File: src/logic/osccs_pkg.sv
// Package of register map, field layout and timing constants for osccs
package osccs_pkg;

  // ==========================================================
  // Register offsets
  // ==========================================================
  localparam logic [7:0] ADDR_EXT_OSC_CONTROL     = 8'hb1;
  localparam logic [7:0] ADDR_HF_OSC_CONTROL      = 8'hb2;
  localparam logic [7:0] ADDR_HF_OSC_PERIOD_TRIM  = 8'hb3;
  localparam logic [7:0] ADDR_LF_OSC_CONTROL      = 8'he3;
  localparam logic [7:0] ADDR_CLOCK_SELECT        = 8'ha9;
  localparam logic [7:0] ADDR_CAPTURE_CONTROL     = 8'hc8;
  localparam logic [7:0] ADDR_TMR_A_RELOAD_LO     = 8'hca;
  localparam logic [7:0] ADDR_TMR_A_RELOAD_HI     = 8'hcb;
  localparam logic [7:0] ADDR_TMR_B_RELOAD_LO     = 8'h92;
  localparam logic [7:0] ADDR_TMR_B_RELOAD_HI     = 8'h93;
  localparam logic [7:0] ADDR_IRQ_STATUS          = 8'he8;
  localparam logic [7:0] ADDR_IRQ_MASK            = 8'he9;

  // ==========================================================
  // Field positions
  // ==========================================================
  localparam int HF_ON_BIT        = 7;
  localparam int HF_OK_BIT        = 6;
  localparam int LF_ON_BIT        = 7;
  localparam int LF_STABLE_BIT    = 6;
  localparam int LF_TRIM_LSB      = 2;
  localparam int XTAL_OK_BIT      = 7;
  localparam int EXT_MODE_LSB     = 4;
  localparam int EXT_RANGE_LSB    = 0;

  // Interrupt event bit positions
  localparam int EV_HF_OK   = 0;
  localparam int EV_LF_OK   = 1;
  localparam int EV_XTAL_OK = 2;
  localparam int EV_CAP_A   = 3;
  localparam int EV_CAP_B   = 4;
  localparam int EV_COUNT   = 5;

  // ==========================================================
  // Codes and reset values
  // ==========================================================
  localparam logic [1:0] SRC_HF  = 2'h0;
  localparam logic [1:0] SRC_EXT = 2'h1;
  localparam logic [1:0] SRC_LF  = 2'h2;
  localparam logic [1:0] DIV_BY_8_CODE   = 2'h0;
  localparam logic       HF_ON_RESET     = 1'h1;
  localparam logic [6:0] HF_TRIM_DEFAULT = 7'h40;  // Arbitrary value
  localparam logic [3:0] LF_TRIM_DEFAULT = 4'h8;   // Arbitrary value

  // ==========================================================
  // Timing
  // ==========================================================
  localparam int CLK_HZ        = 25000000;
  localparam int LF_NOMINAL_HZ = 80000;
  localparam int LF_HALF_CYC   = CLK_HZ / (2 * LF_NOMINAL_HZ);
  localparam int LF_TRIM_STEP  = 2;
  localparam logic [8:0] LF_BASE_HALF = 9'(LF_HALF_CYC - 8 * LF_TRIM_STEP);
  localparam logic [2:0] LF_STABLE_HALVES = 3'h4;
  localparam int XTAL_SETTLE_EDGES_DEF = 1024;

  // ==========================================================
  // Types
  // ==========================================================
  typedef struct packed {
    logic [7:0] addr;
    logic [7:0] wdata;
    logic       wr;
    logic       rd;
  } osccs_bus_s;

  // Divide-select code to shift: 00 -> /8 ... 11 -> /1
  function automatic logic [1:0] osccs_div_shift(input logic [1:0] code);
    return ~code;
  endfunction

endpackage

File: src/logic/osccs_top.sv
// Oscillator and system-clock source control with timer capture
//
// Added by the designer: the address-and-strobe port.
module osccs_top
  import osccs_pkg::*;
#(
  parameter logic [6:0] HF_TRIM_FACTORY   = HF_TRIM_DEFAULT,
  parameter logic [3:0] LF_TRIM_FACTORY   = LF_TRIM_DEFAULT,
  parameter int         XTAL_SETTLE_EDGES = XTAL_SETTLE_EDGES_DEF
) (
  input  wire logic       core_clk,
  input  wire logic       sys_rst,
  input  wire logic       core_ce,
  input  wire osccs_bus_s bus_req,
  output logic [7:0]      rd_data,
  input  wire logic       ext_osc_clk,
  output logic            ext_osc_in_pin_used,
  output logic            ext_osc_out_pin_used,
  output logic            hf_osc_run,
  output logic [6:0]      hf_trim_out,
  output logic            lf_osc_out,
  output logic            core_clock_tick,
  output logic [1:0]      core_clock_source,
  output logic            irq
);

  // ==========================================================
  // State
  // ==========================================================
  typedef struct packed {
    logic                hf_on;
    logic                hf_ok;
    logic [1:0]          hf_div;
    logic [6:0]          hf_trim;
    logic [2:0]          hf_pre;
    logic                lf_on;
    logic                lf_stable;
    logic [3:0]          lf_trim;
    logic [1:0]          lf_div;
    logic [1:0]          lf_div_live;
    logic [8:0]          lf_cnt;
    logic                lf_raw;
    logic [2:0]          lf_pre;
    logic [2:0]          lf_halves;
    logic                lf_out;
    logic [2:0]          ext_mode;
    logic [2:0]          ext_range;
    logic                ext_s1;
    logic                ext_s2;
    logic                ext_prev;
    logic                ext_half;
    logic                xtal_ok;
    logic [15:0]         xtal_cnt;
    logic [1:0]          clk_sel;
    logic [1:0]          src;
    logic                tick;
    logic [1:0]          cap_en;
    logic [15:0]         tmr_a;
    logic [15:0]         tmr_b;
    logic [15:0]         rl_a;
    logic [15:0]         rl_b;
    logic [EV_COUNT-1:0] irq_stat;
    logic [EV_COUNT-1:0] irq_mask;
    logic                irq;
    logic [7:0]          rd_data;
    logic                pin_in;
    logic                pin_out;
  } osccs_state_s;

  // Reset runs from the high-frequency oscillator divided by eight
  localparam osccs_state_s RST = '{
    hf_on:   HF_ON_RESET,
    hf_div:  DIV_BY_8_CODE,
    hf_trim: HF_TRIM_FACTORY,
    lf_trim: LF_TRIM_FACTORY,
    clk_sel: SRC_HF,
    src:     SRC_HF,
    default: '0
  };

  osccs_state_s st;
  osccs_state_s next_st;

  // ==========================================================
  // Next-state logic
  // ==========================================================
  always_comb begin
    logic [1:0]          hf_sh;
    logic [1:0]          lf_sh;
    logic [2:0]          hf_mask;
    logic [8:0]          lf_half;
    logic                lf_rise_raw;
    logic                lf_fall;
    logic                lf_rise;
    logic                ext_en;
    logic                ext_xtal;
    logic                ext_div2;
    logic                ext_edge;
    logic                ext_tick;
    logic                src_ready;
    logic [EV_COUNT-1:0] ev;
    logic [7:0]          rv;

    next_st     = st;
    hf_sh       = osccs_div_shift(st.hf_div);
    lf_sh       = osccs_div_shift(st.lf_div_live);
    hf_mask     = 3'((4'h1 << hf_sh) - 4'h1);
    lf_half     = LF_BASE_HALF + 9'(st.lf_trim) * 9'(LF_TRIM_STEP);
    lf_rise_raw = 1'b0;
    ev          = '0;
    rv          = 8'h00;
    lf_fall     = 1'b0;
    lf_rise     = 1'b0;
    ext_en      = 1'b0;
    ext_xtal    = 1'b0;
    ext_div2    = 1'b0;
    ext_edge    = 1'b0;
    ext_tick    = 1'b0;
    src_ready   = 1'b0;

    // High-frequency oscillator: ready one cycle after enable
    next_st.hf_ok = st.hf_on;
    if (st.hf_on && !st.hf_ok) begin
      ev[EV_HF_OK] = 1'b1;
    end
    next_st.hf_pre = st.hf_on ? st.hf_pre + 3'h1 : 3'h0;

    // Low-frequency oscillator model: half period grows with trim
    if (st.lf_on) begin
      if (st.lf_cnt >= lf_half) begin
        next_st.lf_cnt = 9'h000;
        next_st.lf_raw = !st.lf_raw;
        lf_rise_raw    = !st.lf_raw;
        // While running, a new divide code takes effect only on an oscillator edge; while off it is taken at once
        next_st.lf_div_live = st.lf_div;
        if (st.lf_halves != LF_STABLE_HALVES) begin
          next_st.lf_halves = st.lf_halves + 3'h1;
        end
      end else begin
        next_st.lf_cnt = st.lf_cnt + 9'h001;
      end
    end else begin
      next_st.lf_cnt    = 9'h000;
      next_st.lf_raw    = 1'b0;
      next_st.lf_halves = 3'h0;
      next_st.lf_div_live = st.lf_div;
    end
    next_st.lf_stable = st.lf_on
                        && (next_st.lf_halves == LF_STABLE_HALVES);
    if (next_st.lf_stable && !st.lf_stable) begin
      ev[EV_LF_OK] = 1'b1;
    end
    if (lf_rise_raw) begin
      next_st.lf_pre = st.lf_pre + 3'h1;
    end
    if (!st.lf_on) begin
      next_st.lf_pre = 3'h0;
    end
    // Post divider 1/2/4/8; switching only on an oscillator edge keeps
    // every output phase at least one oscillator half period long
    lf_sh = osccs_div_shift(next_st.lf_div_live);
    if (lf_sh == 2'h0) begin
      next_st.lf_out = next_st.lf_raw;
    end else begin
      next_st.lf_out = next_st.lf_pre[lf_sh - 2'h1];
    end
    lf_rise = next_st.lf_out && !st.lf_out;
    lf_fall = !next_st.lf_out && st.lf_out;

    // External oscillator: synchronise the pin and find rising edges
    ext_en   = st.ext_mode[2] || (st.ext_mode[2:1] == 2'h1);
    ext_xtal = (st.ext_mode[2:1] == 2'h3);
    ext_div2 = ext_en && st.ext_mode[0] && (st.ext_mode[2:1] != 2'h2);
    // The pin is unrelated to core_clk: two flops before any use
    next_st.ext_s1   = ext_osc_clk;
    next_st.ext_s2   = st.ext_s1;
    next_st.ext_prev = st.ext_s2;
    ext_edge = ext_en && st.ext_s2 && !st.ext_prev;
    if (ext_edge) begin
      next_st.ext_half = !st.ext_half;
    end
    ext_tick = ext_edge && (!ext_div2 || st.ext_half);
    next_st.pin_in  = ext_xtal;
    next_st.pin_out = ext_en;

    // Crystal settling: count oscillator edges after enable
    // Leaving crystal mode drops the flag, so a re-entry waits again
    if (!ext_xtal) begin
      next_st.xtal_cnt = 16'h0000;
      next_st.xtal_ok  = 1'b0;
    end else if (ext_edge && !st.xtal_ok) begin
      next_st.xtal_cnt = st.xtal_cnt + 16'h0001;
      if (st.xtal_cnt == 16'(XTAL_SETTLE_EDGES - 1)) begin
        next_st.xtal_ok = 1'b1;
        ev[EV_XTAL_OK]  = 1'b1;
      end
    end

    // Source switch only to an enabled, settled source
    // An unready request is held; the running source keeps the core going
    unique case (st.clk_sel)
      SRC_HF:  src_ready = st.hf_ok;
      SRC_EXT: src_ready = ext_xtal ? st.xtal_ok : ext_en;
      SRC_LF:  src_ready = st.lf_stable;
      default: src_ready = 1'b0;
    endcase
    if (src_ready) begin
      next_st.src = st.clk_sel;
    end
    // One pulse per period of the active source
    unique case (st.src)
      SRC_HF:  next_st.tick = st.hf_on
                              && ((st.hf_pre & hf_mask) == 3'h0);
      SRC_EXT: next_st.tick = ext_tick;
      SRC_LF:  next_st.tick = lf_rise;
      default: next_st.tick = 1'b0;
    endcase

    // Timers with low-frequency capture
    // Both timers count core cycles, so capture gaps give the LF period
    next_st.tmr_a = st.tmr_a + 16'h0001;
    next_st.tmr_b = st.tmr_b + 16'h0001;
    if (st.cap_en[0] && lf_fall) begin
      next_st.rl_a   = st.tmr_a;
      ev[EV_CAP_A]   = 1'b1;
    end
    if (st.cap_en[1] && lf_rise) begin
      next_st.rl_b   = st.tmr_b;
      ev[EV_CAP_B]   = 1'b1;
    end

    // Register writes
    if (bus_req.wr) begin
      unique case (bus_req.addr)
        ADDR_HF_OSC_CONTROL: begin
          next_st.hf_on  = bus_req.wdata[HF_ON_BIT];
          next_st.hf_div = bus_req.wdata[1:0];
        end
        ADDR_HF_OSC_PERIOD_TRIM: next_st.hf_trim = bus_req.wdata[6:0];
        ADDR_LF_OSC_CONTROL: begin
          next_st.lf_on   = bus_req.wdata[LF_ON_BIT];
          next_st.lf_trim = bus_req.wdata[LF_TRIM_LSB +: 4];
          next_st.lf_div  = bus_req.wdata[1:0];
        end
        // Range is only stored: it tunes the analog drive, not this logic
        ADDR_EXT_OSC_CONTROL: begin
          next_st.ext_mode  = bus_req.wdata[EXT_MODE_LSB +: 3];
          next_st.ext_range = bus_req.wdata[EXT_RANGE_LSB +: 3];
        end
        ADDR_CLOCK_SELECT:    next_st.clk_sel = bus_req.wdata[1:0];
        ADDR_CAPTURE_CONTROL: next_st.cap_en  = bus_req.wdata[1:0];
        ADDR_IRQ_MASK: next_st.irq_mask = bus_req.wdata[EV_COUNT-1:0];
        default: ;
      endcase
    end

    // Sticky events; a new event wins over a write-one clear
    next_st.irq_stat = st.irq_stat;
    if (bus_req.wr && bus_req.addr == ADDR_IRQ_STATUS) begin
      next_st.irq_stat = st.irq_stat & ~bus_req.wdata[EV_COUNT-1:0];
    end
    next_st.irq_stat = next_st.irq_stat | ev;
    // Level output, taken from the values being registered
    next_st.irq      = |(next_st.irq_stat & next_st.irq_mask);

    // Register reads, answered in the next cycle
    // Idle and unmapped reads give zero, so no stale value stands
    if (bus_req.rd) begin
      unique case (bus_req.addr)
        ADDR_HF_OSC_CONTROL:
          rv = {st.hf_on, st.hf_ok, 4'h0, st.hf_div};
        ADDR_HF_OSC_PERIOD_TRIM: rv = {1'b0, st.hf_trim};
        ADDR_LF_OSC_CONTROL:
          rv = {st.lf_on, st.lf_stable, st.lf_trim, st.lf_div};
        ADDR_EXT_OSC_CONTROL:
          rv = {st.xtal_ok, st.ext_mode, 1'b0, st.ext_range};
        ADDR_CLOCK_SELECT:    rv = {2'h0, st.src, 2'h0, st.clk_sel};
        ADDR_CAPTURE_CONTROL: rv = {6'h00, st.cap_en};
        ADDR_TMR_A_RELOAD_LO: rv = st.rl_a[7:0];
        ADDR_TMR_A_RELOAD_HI: rv = st.rl_a[15:8];
        ADDR_TMR_B_RELOAD_LO: rv = st.rl_b[7:0];
        ADDR_TMR_B_RELOAD_HI: rv = st.rl_b[15:8];
        ADDR_IRQ_STATUS:      rv = 8'(st.irq_stat);
        ADDR_IRQ_MASK:        rv = 8'(st.irq_mask);
        default:              rv = 8'h00;
      endcase
    end
    next_st.rd_data = rv;
  end

  // ==========================================================
  // State register
  // ==========================================================
  // Clock enable low freezes every field; bus requests are lost
  always_ff @(posedge core_clk or posedge sys_rst) begin
    if (sys_rst) begin
      st <= RST;
    end else if (core_ce) begin
      st <= next_st;
    end
  end

  // ==========================================================
  // Outputs
  // ==========================================================
  assign rd_data              = st.rd_data;
  assign ext_osc_in_pin_used  = st.pin_in;
  assign ext_osc_out_pin_used = st.pin_out;
  assign hf_osc_run           = st.hf_on;
  assign hf_trim_out          = st.hf_trim;
  assign lf_osc_out           = st.lf_out;
  assign core_clock_tick      = st.tick;
  assign core_clock_source    = st.src;
  assign irq                  = st.irq;

endmodule // osccs_top

File: config.mk
export PLATFORM = sky130hd
export DESIGN_NAME = osccs_top
export DESIGN_NICKNAME = d
export VERILOG_FILES = /design/src/logic/osccs_pkg.sv /design/src/logic/osccs_top.sv
export SDC_FILE = /design/constraint.sdc
export NUM_CORES = 1
export LEC_CHECK = 0
export BUFFER_PORTS_ARGS = -buffer_cell sky130_fd_sc_hd__clkbuf_2
export CAP_MARGIN = 15
export CORE_UTILIZATION = 35
export CTS_CLUSTER_DIAMETER = 150
export CTS_CLUSTER_SIZE = 10
export DETAILED_ROUTE_END_ITERATION = 8
export REMOVE_ABC_BUFFERS = 1
export SLEW_MARGIN = 20
export SYNTH_ARGS = -nofsm -noshare
export SYNTH_HDL_FRONTEND = slang
export SYNTH_SLANG_ARGS = --single-unit
File: constraint.sdc
create_clock -name core_clk -period 7.25 [get_ports core_clk]
set_input_delay 1.0875 -clock core_clk [delete_from_list [all_inputs] [get_ports core_clk]]
set_output_delay 1.0875 -clock core_clk [all_outputs]
set_load 0.02 [all_outputs]
==> impl_metrics.tcl <==
set metrics [dict create \
    finalHoldViolCount 0 \
    slowest_delay_ns 0.77 \
    row_count 54 \
    io_pins 45 \
    relSlewSlack_pct 33.23 \
    start_util_pct 36.13 \
    clk_latency_ns 0.43 \
    avgViaCountPerCell 5.414 \
    cp_max_fo 17 \
    synthAdderAreaFrac_pct 2.515 \
    cts_tree "built" \
    die_h_um 152.8 \
    reg2reg_slack_ns 2.42 \
    post-route-period-util_pct 66.61 \
    slew_violations 0 \
    grt_pass1_wl_mm 31.01 \
    gr-total-overflow 0 \
    multi_input_area_um2 3562 \
    finalWorstPathRequiredPeriod_ns 4.829 \
    seqPwrFrac_pct 49.5 \
    grt_use_total_pct 17.19 \
    yosysWarnings 0 \
    wirelength_mm 19.29 \
    p_int_mw 1.499 \
    maxCapViolCount 0 \
    clkPwrFrac_pct 42.9 \
    cts_max_path_buffers 2 \
    final_cell_mix "157 x dfrtp_1, 61 x mux2_2, 59 x nand2_1" \
    cp_slowest_cell "o2111a_1" \
    hold_path_end "st[109]$_DFFE_PP0P_" \
    critical-path-top-delay-family "compound AO/OA/AOI/OAI gates" \
    grt_setup_unrepaired "no" \
    synthMuxAreaShare_pct 12.12 \
    holdWs_ns 0.4764 \
    outcome "finished with violations" \
    grt_max_degree 101 \
    synth-edff-count 0 \
    p_leak_nw 3.991 \
    nets 796 \
    start_kind "flip-flop" \
    max_freq_ghz 0.2071 \
    numCtsBuffers 17 \
    io_buffer_count 44 \
    ys_ff_latch 160 \
    wl_per_cell_um 18.35 \
    min-delay-start "st[109]$_DFFE_PP0P_" \
    synthSimpleGateAreaFrac_pct 13.94 \
    dieArea_um2 23350 \
    synth_top_family_by_area "simple AND/OR/NAND/NOR gates" \
    irDropWorstVdd_mv 0.1510 \
    synthTopCellsByArea "dfrtp_1 49%, mux2_2 8.6%, xnor2_1 3.3%, nand2_1 2.8%, nor2_1 2.6%" \
    synth_top_area_cell "dfrtp_1" \
    critical_path_class "reg -> reg" \
    n_antenna_cell 0 \
    hold_depth 1 \
    ant_nets 0 \
    p_sw_mw 0.5444 \
    hp-class "reg -> reg" \
    fillerInstances 2118 \
    cp_data_required_time_ns 7.56 \
    place_area_um2 8310 \
    die_x_um 152.8 \
    setup_tns_ns 0 \
    drc 4 \
    drive_gt1_share_pct 20.10 \
    cts_setup_buffers 0 \
    p_sw_share_pct 26.64 \
    worst_slew_pin_slew_ns 0.9939 \
    synth_flop_cell "dfrtp_1" \
    synthCells 734 \
    clock_sinks 160 \
    critPathBufInv 1 \
    synth_xor_area_share_pct 5.722 \
    area_growth_pct 11.62 \
    end_kind "flip-flop" \
    power_density_nw_per_um2 230.1 \
    pwr-share-comb_pct 7.6 \
    violations "design-rule violations" \
    regArea_um2 4008 \
    yosysSeqAreaShare_pct 50.35 \
    r2r-start "st[141]$_DFFE_PP0P_" \
    setup_viol 0 \
    cts-htree-levels 4 \
    final_area_um2 8884 \
    r2r-end "st[47]$_DFFE_PP0P_" \
    vias 5690 \
    path_clk_slew_ns 0.07 \
    hold_buffers 0 \
    fin_skew_ns 0.01119 \
    reg2reg_depth 16 \
    drtPass1Iterations 9 \
    synth.top_cell.area_share_pct 49.36 \
    dp_hpwl_mm 13.56 \
    syn_area_um2 7959 \
    crit_chain "inv_1 -> ha_1 -> xor2_1 -> ha_1 -> a211oi_1 -> nand2_1 -> o22ai_2 -> nand2_1 -> mux2_2 -> ha_1 -> nand2b_1 -> a21oi_1 -> mux2_4 -> a21oi_1 -> o2111a_1 -> mux2_2" \
    drtIter0Drc 481 \
    worst_ep_arrival_time_ns 5.14 \
    layout_commonest_cell "dfrtp_1" \
    core_um2 22030 \
    cts_root_buffer "clkbuf_16" \
    grt_pass1_vias 5552 \
    syn_avg_cell_area_um2 10.84 \
    synth_cell_types 72 \
    post_cts_resized 0 \
    antenna_found_initial 0 \
    crit_top_cell "ha_1" \
    globalplace.congestion 0.8375 \
    synth_compound_area_share_pct 10.45 \
    synthArstFlopShare_pct 100.0 \
]
-- cells in the mapped netlist (9+ instances only) --
cell type,instances
and3_1,12
nand3_1,34
nor3_1,13
a222oi_1,9
mux2_1,18
xor2_1,22
mux2_2,61
inv_1,35
a21oi_1,15
nor2_1,55
dfrtp_1,157
o22ai_1,10
xnor2_1,30
ha_1,16
o21ai_0,31
nand2_1,59
nand4_1,17
buf_4,19
clkbuf_1,18
-- how the worst max path moves through the flow --
stage	start	end	slack, ns	cells past startpoint
2_1_floorplan	sys_rst	core_clock_source[0]$_DFFE_PP0P_	1.85	1
4_1_cts	st[141]$_DFFE_PP0P_	st[51]$_DFFE_PP0P_	2.41	16
5_1_grt	st[141]$_DFFE_PP0P_	st[52]$_DFFE_PP0P_	2.03	16
6_report	st[141]$_DFFE_PP0P_	st[47]$_DFFE_PP0P_	2.42	16
3_3_place_gp	st[141]$_DFFE_PP0P_	st[50]$_DFFE_PP0P_	2.57	16
3_5_place_dp	st[141]$_DFFE_PP0P_	st[51]$_DFFE_PP0P_	2.42	16
-- state kept, by name, summed over array words and instances, names as in the netlist --
signal,count
hf_trim_out,7
next_st,2
core_clock_source,2
ext_osc_out_pin_used,1
rd_data,8
ext_osc_in_pin_used,1
hf_osc_run,1
st,135
core_clock_tick,1
irq,1
lf_osc_out,1
-- area by class of cell --
cell class	count	share of cell area [%]
Clock buffer	19	4.986
Clock inverter	13	1.465
Inverter	36	1.577
Multi-Input combinational cell	495	40.10
Sequential cell	160	45.11
Tap cell	280	3.944
Timing Repair Buffer	48	2.817
-- routing by layer --
layer / vias to the layer above / part of all wire [%] / routed length, µm / track usage [%]
met5: - / 0 / 0 / 0
met2: 156 / 46 / 8928 / 26.71
li1: 2678 / - / - / -
met1: 2822 / 46 / 8877 / 22.83
met3: 34 / 5.1 / 990 / 4.124
met4: 0 / 2.5 / 491 / 7.407
-- cell families after synthesis --
| group | after synthesis |
|---|---|
| simple gates | 224 |
| flops | 160 |
| compound gates | 117 |
| mux | 86 |
| buf+inv | 79 |
| xor+xnor | 52 |
| fa+ha+maj | 16 |
-- metrics by stage --
step                      worst slack [ns]  instances  util [%]  power (mW)
final                                2.421       1051     40.33       2.044
after detailed placement             2.416       1019     37.73       1.184
after floorplan                      1.848        691         -       1.115
after global placement               2.571       1019     37.73       1.181
after CTS                            2.414       1051     40.33       2.067
after global routing                 2.031       1051     40.33       2.132
-- power by group through the flow --
stage / Combinational [mW] / Clock [mW] / Sequential (mW)
detailed placement: 0.158 / 0 / 1.03
global placement: 0.153 / 0 / 1.03
finish: 0.155 / 0.877 / 1.01
CTS: 0.158 / 0.898 / 1.01
floorplan: 0.105 / 0 / 1.01
global route: 0.177 / 0.936 / 1.02
Note: power is estimated with default switching activity, not from simulation.
